`src/phy_startup_pkg.sv`:
```
package phy_startup_pkg;

  localparam int unsigned CLK_HZ        = 20_000_000;
  localparam int unsigned RST_MIN_NS    = 1000;
  localparam int unsigned RST_MIN_CYC   = (RST_MIN_NS * (CLK_HZ / 1_000_000) + 999) / 1000;
  localparam int unsigned POR_NS        = 2000;
  localparam int unsigned POR_CYC       = (POR_NS * (CLK_HZ / 1_000_000) + 999) / 1000;
  localparam int unsigned REF_LOSS_NS   = 2000;
  localparam int unsigned REF_LOSS_CYC  = (REF_LOSS_NS * (CLK_HZ / 1_000_000)) / 1000;
  localparam int unsigned LOCK_EDGES    = 16;
  localparam int unsigned SLOW_HALF_CYC = 8;

  localparam logic [7:0] LINK_IDLE         = 8'h00;
  localparam logic [1:0] REG_LEVEL_DEFAULT = 2'h0;

  typedef enum logic [2:0] {
    ST_OFF      = 3'h0,
    ST_HOLD     = 3'h1,
    ST_LOCK     = 3'h3,
    ST_WAIT_STP = 3'h2,
    ST_RUN      = 3'h6,
    ST_LOWPWR   = 3'h7
  } phase_t;

  typedef struct packed {
    logic ref_clk;
    logic rst_n;
    logic stop;
    logic core;
    logic analog;
    logic io;
    logic bus;
  } pin_in_t;

  typedef struct packed {
    logic       dir;
    logic       data_oe;
    logic [7:0] data;
  } link_out_t;

endpackage

```
`src/bit_sync.sv`:
```
`timescale 1ns/1ns
module bit_sync #(
  parameter int unsigned WIDTH = 1
) (
  input  wire logic             clk,
  input  wire logic             sys_rst,
  input  wire logic [WIDTH-1:0] d,
  output logic      [WIDTH-1:0] q
);

  // The first stage feeds only the second one, so a metastable sample settles unseen.
  logic [WIDTH-1:0] meta_r;

  always_ff @(posedge clk or posedge sys_rst) begin
    if (sys_rst) begin
      meta_r <= '0;
      q      <= '0;
    end else begin
      meta_r <= d;
      q      <= meta_r;
    end
  end

endmodule

```
`src/phy_startup.sv`:
```
// How it works
// Direction stays high until PLL locks.
// Only reference clock rising edges count.
// Output clock derived from reference, phase free; the code divides clk, not the reference.
// Late reference clock delays start equally.
// Reset pin low blocks start-up.
// Link stops reference only after last write.
// Stop wakes device from low power.
// Lost reference drops lock, output clock slows.
// Start needs power-on reset and pin high.
// Reset low one microsecond restores defaults.
// Core supply cycling restores register defaults.
// Link always drives the reset pin.
// Link holds reset until core supply stable.
// Link may hold reset while not ready.
// Core on, reset low means standby.
// Analog circuits off without core supply.
// Hosts should enable automatic wake signalling.
// Link interface survives bus supply removal.
// Link parks device until bus returns.
// UART mode regulator level from select field.
// Drive idle data while direction is high; in ST_LOWPWR data_oe stays low and the data bus is not driven.
// Stop held high keeps direction high.
// Link drives idle after direction falls.
// Reset pin may release asynchronously.
// Reset release synchronised before state machines.
`timescale 1ns/1ns
module phy_startup (
  input  wire logic       clk,
  input  wire logic       sys_rst,
  input  wire logic       reference_clock_in,
  input  wire logic       hardware_reset_n,
  input  wire logic       link_stop,
  input  wire logic       core_supply,
  input  wire logic       analog_supply,
  input  wire logic       io_supply,
  input  wire logic       bus_supply,
  input  wire logic       low_power_request,
  input  wire logic       uart_mode,
  input  wire logic [1:0] regulator_level_select,
  output logic            link_dir,
  output logic            link_data_oe,
  output logic      [7:0] link_data_out,
  output logic            phy_output_clock,
  output logic            pll_locked,
  output logic            regs_default,
  output logic            powered_off,
  output logic            standby,
  output logic            analog_enable,
  output logic            bus_supply_status,
  output logic      [1:0] regulator_level
);

  phy_startup_pkg::pin_in_t pins_raw;
  phy_startup_pkg::pin_in_t pins_s;

  assign pins_raw = '{ref_clk: reference_clock_in, rst_n: hardware_reset_n, stop: link_stop,
                      core: core_supply, analog: analog_supply, io: io_supply,
                      bus: bus_supply};

  // Every pin except low_power_request, uart_mode and regulator_level_select, the reset pin among them, is resynchronised before use.
  bit_sync #(
    .WIDTH ($bits(phy_startup_pkg::pin_in_t))
  ) u_pin_sync (
    .clk     (clk),
    .sys_rst (sys_rst),
    .d       (pins_raw),
    .q       (pins_s)
  ); // see R25

  // Edge detection and filters.
  logic       ref_prev_r;
  logic       ref_prev_nxt;
  logic       ref_rise;
  logic [7:0] idle_cnt_r;
  logic [7:0] idle_cnt_nxt;
  logic       ref_lost;
  logic [7:0] rst_low_cnt_r;
  logic [7:0] rst_low_cnt_nxt;
  logic       reset_asserted_r;
  logic       reset_asserted_nxt;
  logic [7:0] por_cnt_r;
  logic [7:0] por_cnt_nxt;
  logic       por_ok_r;
  logic       por_ok_nxt;

  assign ref_rise = pins_s.ref_clk & ~ref_prev_r;
  assign ref_lost = (idle_cnt_r == 8'(phy_startup_pkg::REF_LOSS_CYC));

  always_comb begin
    ref_prev_nxt       = pins_s.ref_clk;
    idle_cnt_nxt       = idle_cnt_r;
    rst_low_cnt_nxt    = rst_low_cnt_r;
    reset_asserted_nxt = reset_asserted_r;
    por_cnt_nxt        = por_cnt_r;
    por_ok_nxt         = por_ok_r;
    if (ref_rise) begin
      idle_cnt_nxt = 8'h00;
    end else if (!ref_lost) begin
      idle_cnt_nxt = idle_cnt_r + 8'h01;
    end
    // A low pulse shorter than the minimum is ignored; a long one sets reset_asserted_r, holding start-up off with regs_default high.
    if (pins_s.rst_n) begin
      rst_low_cnt_nxt    = 8'h00;
      reset_asserted_nxt = 1'b0;
    end else if (rst_low_cnt_r == 8'(phy_startup_pkg::RST_MIN_CYC - 1)) begin
      reset_asserted_nxt = 1'b1;
    end else begin
      rst_low_cnt_nxt = rst_low_cnt_r + 8'h01;
    end
    if (!pins_s.core) begin
      por_cnt_nxt = 8'h00;
      por_ok_nxt  = 1'b0;
    end else if (por_cnt_r == 8'(phy_startup_pkg::POR_CYC)) begin
      por_ok_nxt = 1'b1;
    end else begin
      por_cnt_nxt = por_cnt_r + 8'h01;
    end
  end

  always_ff @(posedge clk or posedge sys_rst) begin
    if (sys_rst) begin
      ref_prev_r       <= 1'b0;
      idle_cnt_r       <= 8'h00;
      rst_low_cnt_r    <= 8'h00;
      reset_asserted_r <= 1'b1;
      por_cnt_r        <= 8'h00;
      por_ok_r         <= 1'b0;
    end else begin
      ref_prev_r       <= ref_prev_nxt;
      idle_cnt_r       <= idle_cnt_nxt;
      rst_low_cnt_r    <= rst_low_cnt_nxt;
      reset_asserted_r <= reset_asserted_nxt;
      por_cnt_r        <= por_cnt_nxt;
      por_ok_r         <= por_ok_nxt;
    end
  end

  // Start-up sequence and PLL model.
  phy_startup_pkg::phase_t state_r;
  phy_startup_pkg::phase_t state_nxt;
  logic       pll_locked_r;
  logic       pll_locked_nxt;
  logic [7:0] lock_cnt_r;
  logic [7:0] lock_cnt_nxt;

  always_comb begin
    state_nxt      = state_r;
    pll_locked_nxt = pll_locked_r;
    lock_cnt_nxt   = lock_cnt_r;
    if (!pins_s.core) begin
      state_nxt = phy_startup_pkg::ST_OFF;
    end else if (!por_ok_r || reset_asserted_r || !pins_s.io) begin
      state_nxt = phy_startup_pkg::ST_HOLD; // see R5
    end else begin
      case (state_r)
        phy_startup_pkg::ST_OFF, phy_startup_pkg::ST_HOLD: begin
          state_nxt = phy_startup_pkg::ST_LOCK;
        end
        phy_startup_pkg::ST_LOCK: begin
          if (pll_locked_r) begin
            state_nxt = phy_startup_pkg::ST_WAIT_STP;
          end
        end
        phy_startup_pkg::ST_WAIT_STP: begin
          // A lock lost while waiting must not hand the bus over unlocked.
          if (!pll_locked_r) begin
            state_nxt = phy_startup_pkg::ST_LOCK;
          end else if (!pins_s.stop) begin
            state_nxt = phy_startup_pkg::ST_RUN;
          end
        end
        phy_startup_pkg::ST_RUN: begin
          // Loss of bus supply does not stop the link; only the link parks the device.
          if (low_power_request) begin
            state_nxt = phy_startup_pkg::ST_LOWPWR;
          end
        end
        phy_startup_pkg::ST_LOWPWR: begin
          if (pins_s.stop) begin
            state_nxt = phy_startup_pkg::ST_LOCK;
          end
        end
        default: begin
          state_nxt = phy_startup_pkg::ST_OFF;
        end
      endcase
    end
    // Lock counts reference edges, so a late reference delays start by the same amount.
    if (state_nxt == phy_startup_pkg::ST_LOCK && !pll_locked_r) begin
      if (lock_cnt_r == 8'(phy_startup_pkg::LOCK_EDGES)) begin
        pll_locked_nxt = 1'b1;
      end else if (ref_rise) begin
        lock_cnt_nxt = lock_cnt_r + 8'h01;
      end
    end else if (state_nxt == phy_startup_pkg::ST_OFF || state_nxt == phy_startup_pkg::ST_HOLD
                 || state_nxt == phy_startup_pkg::ST_LOWPWR || ref_lost) begin
      // The reference may be stopped in low power, so lock is given up on entry.
      pll_locked_nxt = 1'b0;
      lock_cnt_nxt   = 8'h00;
    end
  end

  always_ff @(posedge clk or posedge sys_rst) begin
    if (sys_rst) begin
      state_r      <= phy_startup_pkg::ST_OFF;
      pll_locked_r <= 1'b0;
      lock_cnt_r   <= 8'h00;
    end else begin
      state_r      <= state_nxt;
      pll_locked_r <= pll_locked_nxt;
      lock_cnt_r   <= lock_cnt_nxt;
    end
  end

  // Link pins and regs_default, registered from the next state so they align with it; other status outputs are registered from the pins.
  phy_startup_pkg::link_out_t link_r;
  phy_startup_pkg::link_out_t link_nxt;
  logic       clk_out_r;
  logic       clk_out_nxt;
  logic [7:0] div_cnt_r;
  logic [7:0] div_cnt_nxt;
  logic       regs_default_r;
  logic       powered_off_r;
  logic       standby_r;
  logic       analog_enable_r;
  logic       bus_status_r;
  logic [1:0] regulator_level_r;
  logic       clk_run;
  logic [7:0] half_cyc;

  assign clk_run  = (state_r == phy_startup_pkg::ST_WAIT_STP) ||
                    (state_r == phy_startup_pkg::ST_RUN);
  // Without lock in ST_RUN the output clock falls to its slowest rate instead of stopping.
  assign half_cyc = pll_locked_r ? 8'h01 : 8'(phy_startup_pkg::SLOW_HALF_CYC);

  always_comb begin
    link_nxt.dir     = (state_nxt == phy_startup_pkg::ST_LOCK) ||
                       (state_nxt == phy_startup_pkg::ST_WAIT_STP) ||
                       (state_nxt == phy_startup_pkg::ST_LOWPWR); // see R1
    link_nxt.data_oe = (state_nxt == phy_startup_pkg::ST_LOCK) ||
                       (state_nxt == phy_startup_pkg::ST_WAIT_STP);
    link_nxt.data    = phy_startup_pkg::LINK_IDLE;
    clk_out_nxt      = clk_out_r;
    div_cnt_nxt      = 8'h00;
    if (clk_run) begin
      if (div_cnt_r + 8'h01 >= half_cyc) begin
        clk_out_nxt = ~clk_out_r;
      end else begin
        div_cnt_nxt = div_cnt_r + 8'h01;
      end
    end
  end

  always_ff @(posedge clk or posedge sys_rst) begin
    if (sys_rst) begin
      link_r            <= '{dir: 1'b0, data_oe: 1'b0, data: phy_startup_pkg::LINK_IDLE};
      clk_out_r         <= 1'b0;
      div_cnt_r         <= 8'h00;
      regs_default_r    <= 1'b1;
      powered_off_r     <= 1'b1;
      standby_r         <= 1'b0;
      analog_enable_r   <= 1'b0;
      bus_status_r      <= 1'b0;
      regulator_level_r <= phy_startup_pkg::REG_LEVEL_DEFAULT;
    end else begin
      link_r            <= link_nxt;
      clk_out_r         <= clk_out_nxt;
      div_cnt_r         <= div_cnt_nxt;
      regs_default_r    <= (state_nxt == phy_startup_pkg::ST_OFF) ||
                           (state_nxt == phy_startup_pkg::ST_HOLD); // see R10
      powered_off_r     <= !pins_s.core && !pins_s.analog && reset_asserted_r;
      standby_r         <= pins_s.core && reset_asserted_r;
      analog_enable_r   <= pins_s.core && pins_s.analog;
      bus_status_r      <= pins_s.bus;
      regulator_level_r <= uart_mode ? regulator_level_select
                                     : phy_startup_pkg::REG_LEVEL_DEFAULT;
    end
  end

  assign link_dir          = link_r.dir;
  assign link_data_oe      = link_r.data_oe;
  assign link_data_out     = link_r.data;
  assign phy_output_clock  = clk_out_r;
  assign pll_locked        = pll_locked_r;
  assign regs_default      = regs_default_r;
  assign powered_off       = powered_off_r;
  assign standby           = standby_r;
  assign analog_enable     = analog_enable_r;
  assign bus_supply_status = bus_status_r;
  assign regulator_level   = regulator_level_r;

  chk_dir_fall_lock: assert property (@(posedge clk) disable iff (sys_rst)
    $fell(link_r.dir) && state_r == phy_startup_pkg::ST_RUN |-> $past(pll_locked_r)
  ) else $error("Direction fell without PLL lock.");
  chk_idle_data: assert property (@(posedge clk) disable iff (sys_rst)
    link_r.dir && link_r.data_oe |-> link_r.data == phy_startup_pkg::LINK_IDLE
  ) else $error("Data bus not idle while direction is high.");
  chk_stop_holds_dir: assert property (@(posedge clk) disable iff (sys_rst)
    state_r == phy_startup_pkg::ST_WAIT_STP && pins_s.stop && !reset_asserted_r && pins_s.core
    && pins_s.io && pll_locked_r |=> link_r.dir && state_r == phy_startup_pkg::ST_WAIT_STP
  ) else $error("Direction dropped while stop held high.");
  chk_reset_blocks: assert property (@(posedge clk) disable iff (sys_rst)
    reset_asserted_r |=> !link_r.dir && regs_default_r
  ) else $error("Device started while reset pin held low.");
  chk_start_needs_both: assert property (@(posedge clk) disable iff (sys_rst)
    $past(state_r) == phy_startup_pkg::ST_HOLD && state_r == phy_startup_pkg::ST_LOCK
    |-> $past(por_ok_r) && !$past(reset_asserted_r)
  ) else $error("Left reset without both reset sources released.");
  chk_reset_min_width: assert property (@(posedge clk) disable iff (sys_rst)
    $rose(reset_asserted_r) |-> !$past(pins_s.rst_n, 1) && !$past(pins_s.rst_n, 8)
                                && !$past(pins_s.rst_n, 19)
  ) else $error("Reset taken from a pulse shorter than the minimum.");
  chk_core_off_defaults: assert property (@(posedge clk) disable iff (sys_rst)
    !pins_s.core |=> regs_default_r && state_r == phy_startup_pkg::ST_OFF
  ) else $error("Registers not at defaults with core supply off.");
  chk_analog_gated: assert property (@(posedge clk) disable iff (sys_rst)
    !pins_s.core |=> !analog_enable_r
  ) else $error("Analog circuits enabled without core supply.");
  chk_regulator_level: assert property (@(posedge clk) disable iff (sys_rst)
    uart_mode |=> regulator_level_r == $past(regulator_level_select)
  ) else $error("Regulator level does not follow the select field.");
  chk_lost_ref_unlock: assert property (@(posedge clk) disable iff (sys_rst)
    ref_lost && !ref_rise |=> !pll_locked_r
  ) else $error("PLL stayed locked without a reference clock.");
  chk_clock_gated: assert property (@(posedge clk) disable iff (sys_rst)
    !clk_run |=> $stable(clk_out_r)
  ) else $error("Output clock toggled before start-up.");
  chk_lock_edges: assert property (@(posedge clk) disable iff (sys_rst)
    $rose(pll_locked_r) |-> $past(lock_cnt_r) == 8'(phy_startup_pkg::LOCK_EDGES)
  ) else $error("PLL locked before the required reference edges.");
  chk_wake_on_stop: assert property (@(posedge clk) disable iff (sys_rst)
    state_r == phy_startup_pkg::ST_LOWPWR && pins_s.stop && pins_s.core && por_ok_r
    && !reset_asserted_r && pins_s.io |=> state_r == phy_startup_pkg::ST_LOCK
  ) else $error("Stop did not wake the device from low power.");

endmodule

```
`config.mk`:
```
export PLATFORM = sky130hd
export DESIGN_NAME = phy_startup
export DESIGN_NICKNAME = d
export VERILOG_FILES = /design/src/phy_startup_pkg.sv /design/src/bit_sync.sv /design/src/phy_startup.sv
export SDC_FILE = /design/constraint.sdc
export NUM_CORES = 1
export LEC_CHECK = 0
export BUFFER_PORTS_ARGS = -buffer_cell sky130_fd_sc_hd__buf_2
export CAP_MARGIN = 25
export CORE_ASPECT_RATIO = 0.5
export CORE_UTILIZATION = 35
export CTS_BUF_LIST = sky130_fd_sc_hd__clkbuf_4 sky130_fd_sc_hd__clkbuf_8
export DETAILED_ROUTE_END_ITERATION = 6
export PLACE_DENSITY_LB_ADDON = 0.12
export SLEW_MARGIN = 10
export SYNTH_ARGS = -nofsm -noshare
export SYNTH_HDL_FRONTEND = slang
export SYNTH_SLANG_ARGS = --single-unit
```
`constraint.sdc`:
```
create_clock -name clk -period 2.7 [get_ports clk]
set_clock_uncertainty 0.05 [all_clocks]
set_input_delay 0.135 -clock clk [delete_from_list [all_inputs] [get_ports clk]]
set_output_delay 0.135 -clock clk [all_outputs]
set_load 0.005 [all_outputs]
```
==> run summary <==
Status: finished, final reports clean
Switching share of total power: 22.11%
Synth Area in Simple Gates: 19.80%
Multiplexer share of the synthesized area: 1.414%
Overflow after GRT: 0
Register share of total power: 53.1%
# port buffers: 23
Worst vdd ir: 0.2310 mV
Async SR Flop Fraction: 100.0%
RSZ-0062 raised after global routing: false
Drt via density: 4.671
Die Span Y: 68.51 um
Post-synthesis cell type count: 48
Most frequent cells in the layout: dfrtp_1, nor2_1, buf_2
F_max: 436.8 MHz
DP HPWL: 3850 um
Gr usage total: 13.96%
Critical Path AT: 2.50 ns
Slew Viols, Final: 0
CP max FO: 9
First-pass GRT wire length: 9556 um
Synth area leaders: dfrtp_1, ha_1, xnor2_1
Minimum clock period: 2.289 ns
Hold Path Class: in2reg
Initial core utilization: 37.36%
Cells on worst reg2reg path: 5
Placement-stage worst setup slack: 0.4262 ns
Synth area leader: dfrtp_1
Pwr Density: 589.5 nW/um^2
Worst Setup End Kind: flip-flop
Sequential share of the synthesized area: 57.49%
Main combinational cell family by area after synthesis: simple AND/OR/NAND/NOR gates
Share of cells above drive strength 1: 15.81%
Slew Limit Headroom: 51.69%
Clk pwr share: 40.2%
Synth warnings: 0
Num ports: 32
GPL Wtd Cong: 0.8154
Hold Violations, Final: 0
Average instance area after synthesis: 11.18 um^2
Postcts setup bufs: 0
Ys flop type: dfrtp_1
Final worst setup slack: 0.4109 ns
Hold path depth: 3
TritonCTS Sinks: 71
Drt pass-1 iters: 4
Die area: 9251 um^2
Setup CP Type: reg2reg
Insertion delay to the later sink of the worst-skew pair: 0.35 ns
Post-synthesis compound-gate area fraction: 6.343%
Routed wire length per instance: 12.40 um
Via count: 2060
H-Tree Depth: 3
DR DRC count: 0
Final setup viols: 0
Power Total: 2164 uW
Commonest non-fill, non-tap cell in the layout: dfrtp_1
Core area: 8288 um^2
Chip Width: 135.0 um
Initial antenna violation count: 0
Area Growth Syn to Fin: 18.55%
Fillers: 796
Pin count of the biggest net entering global routing: 35
Routed WL: 5469 um
Startpoint Class: flip-flop
Max-Cap Viols: 0
Post-Syn Area: 3097 um^2
Resized cells post-CTS: 0
Number of DRC markers in iteration 0: 46
# diodes: 0
Syn Inst Count: 277
Hold Buf Count CTS: 12
Combinational share of power: 6.7%
Tcrit/Tclk final: 84.78%
Pleak: 0.001702 uW
Clk pin slew, worst setup/hold paths: 0.07 ns
EDFF count, synth: 0
NumNets Final: 348
Vias in the first global route: 2123
Yosys top cell area share: 54.95%
Sw power: 478.4 uW
CTS tree: yes
Yosys reg bits: 71
Sum of negative setup slack: 0 ns
Internal: 1686 uW
Antenna Nets Post-Route: 0
Worst slew pin tran: 0.7236 ns
Root Buffer: clkbuf_8
Adder-Cell Fraction of Synth Area: 4.040%
Total CTS buffers: 9
Synthesized-area fraction occupied by xor and xnor cells: 6.505%
Row count: 23
Deepest clock path buffer count: 2
WP data required: 2.92 ns
==> state kept, by name, indices dropped and copies added, names as in the netlist, 2 cells and up <==
name	flops
state_r	3
u_pin_sync.q	7
regulator_level	2
u_pin_sync.meta_r	7
rst_low_cnt_r	8
idle_cnt_r	8
div_cnt_r	8
por_cnt_r	8
lock_cnt_r	8
==> power by group through the flow <==
stage | Sequential [uW] | Clock [uW] | Combinational [uW]
4_1_cts | 1150 | 903 | 149
3_5_place_dp | 1170 | 0 | 135
3_3_place_gp | 1170 | 0 | 131
2_1_floorplan | 1160 | 0 | 107
5_1_grt | 1160 | 944 | 169
6_report | 1150 | 869 | 145
==> synth_stat cells, drive strengths merged, types with 2 or more instances <==
library cell  instances
a21oi                10
a41oi                 2
and2                 10
and3                  8
and4                  2
buf                  10
clkbuf                4
dfrtp                68
dfstp                 3
ha                   10
inv                  13
mux2                  3
nand2                 9
nand2b                2
nand3                19
nand4                 2
nor2                 30
nor2b                 8
nor3                  3
nor4                  3
nor4bb                3
o21a                  2
o21ai                 4
o31ai                 3
or3b                  2
or4                   4
xnor2                13
xor2                 10
==> layout make-up <==
class | instances | area [um^2] | share of cell area [%]
Tap cell | 112 | 140.1 | 3.817
Multi-Input combinational cell | 190 | 1225 | 33.37
Sequential cell | 71 | 1780 | 48.50
Clock inverter | 1 | 30.03 | 0.8180
Inverter | 13 | 48.80 | 1.329
Timing Repair Buffer | 40 | 272.8 | 7.430
Clock buffer | 14 | 173.9 | 4.738
==> critical path: stages (launching register included) <==
cell     delay (ns)
dfrtp_1        0.42
nor2b_1        0.14
or3b_1         0.40
or3_1          0.51
or4_1          0.54
a21oi_1        0.15
==> per-stage QoR <==
step	cells	instance area [um^2]	utilization [%]	hold WS, ns
3_3_place_gp	414	3347	40.38	0.1941
5_1_grt	441	3671	44.29	0.1680
4_1_cts	441	3671	44.29	0.1129
3_5_place_dp	414	3347	40.38	0.1943
2_1_floorplan	288	3138	-	0.1164
6_report	441	3671	44.29	0.1426
==> final timing paths <==
| check | startpoint | end | slack (ns) |
|---|---|---|---|
| max in group asynchronous | sys_rst | powered_off | 1.40 |
| hold / removal | low_power_request | link_dir | 0.14 |
| hold reg to reg | u_pin_sync.meta_r[6] | u_pin_sync.q[6] | 0.30 |
| min in group asynchronous | sys_rst | por_cnt_r[1] | 0.41 |
| setup reg to reg | state_r[2] | lock_cnt_r[2] | 0.41 |
| setup / recovery | state_r[2] | lock_cnt_r[2] | 0.41 |
==> per-layer routing <==
layer | routed length [um] | up-vias | global-route usage, %
met5 | 0 | - | 0
met4 | 87 | 0 | 7.022
met3 | 194 | 8 | 4.825
met2 | 2472 | 27 | 22.74
met1 | 2715 | 998 | 16.92
li1 | - | 1027 | -
==> logic make-up (layout without fill, tap and decap cells) <==
kind of cell | Yosys count | count (layout)
AO/OA/AOI/OAI | 29 | 29
other | 1 | 12
buffers and inverters | 27 | 68
AND/OR/NAND/NOR | 112 | 112
multiplexers | 4 | 4
adder cells (fa/ha/maj) | 10 | 10
flip-flops | 71 | 71
XOR/XNOR | 23 | 23
Power figures use the tool's default switching activity.
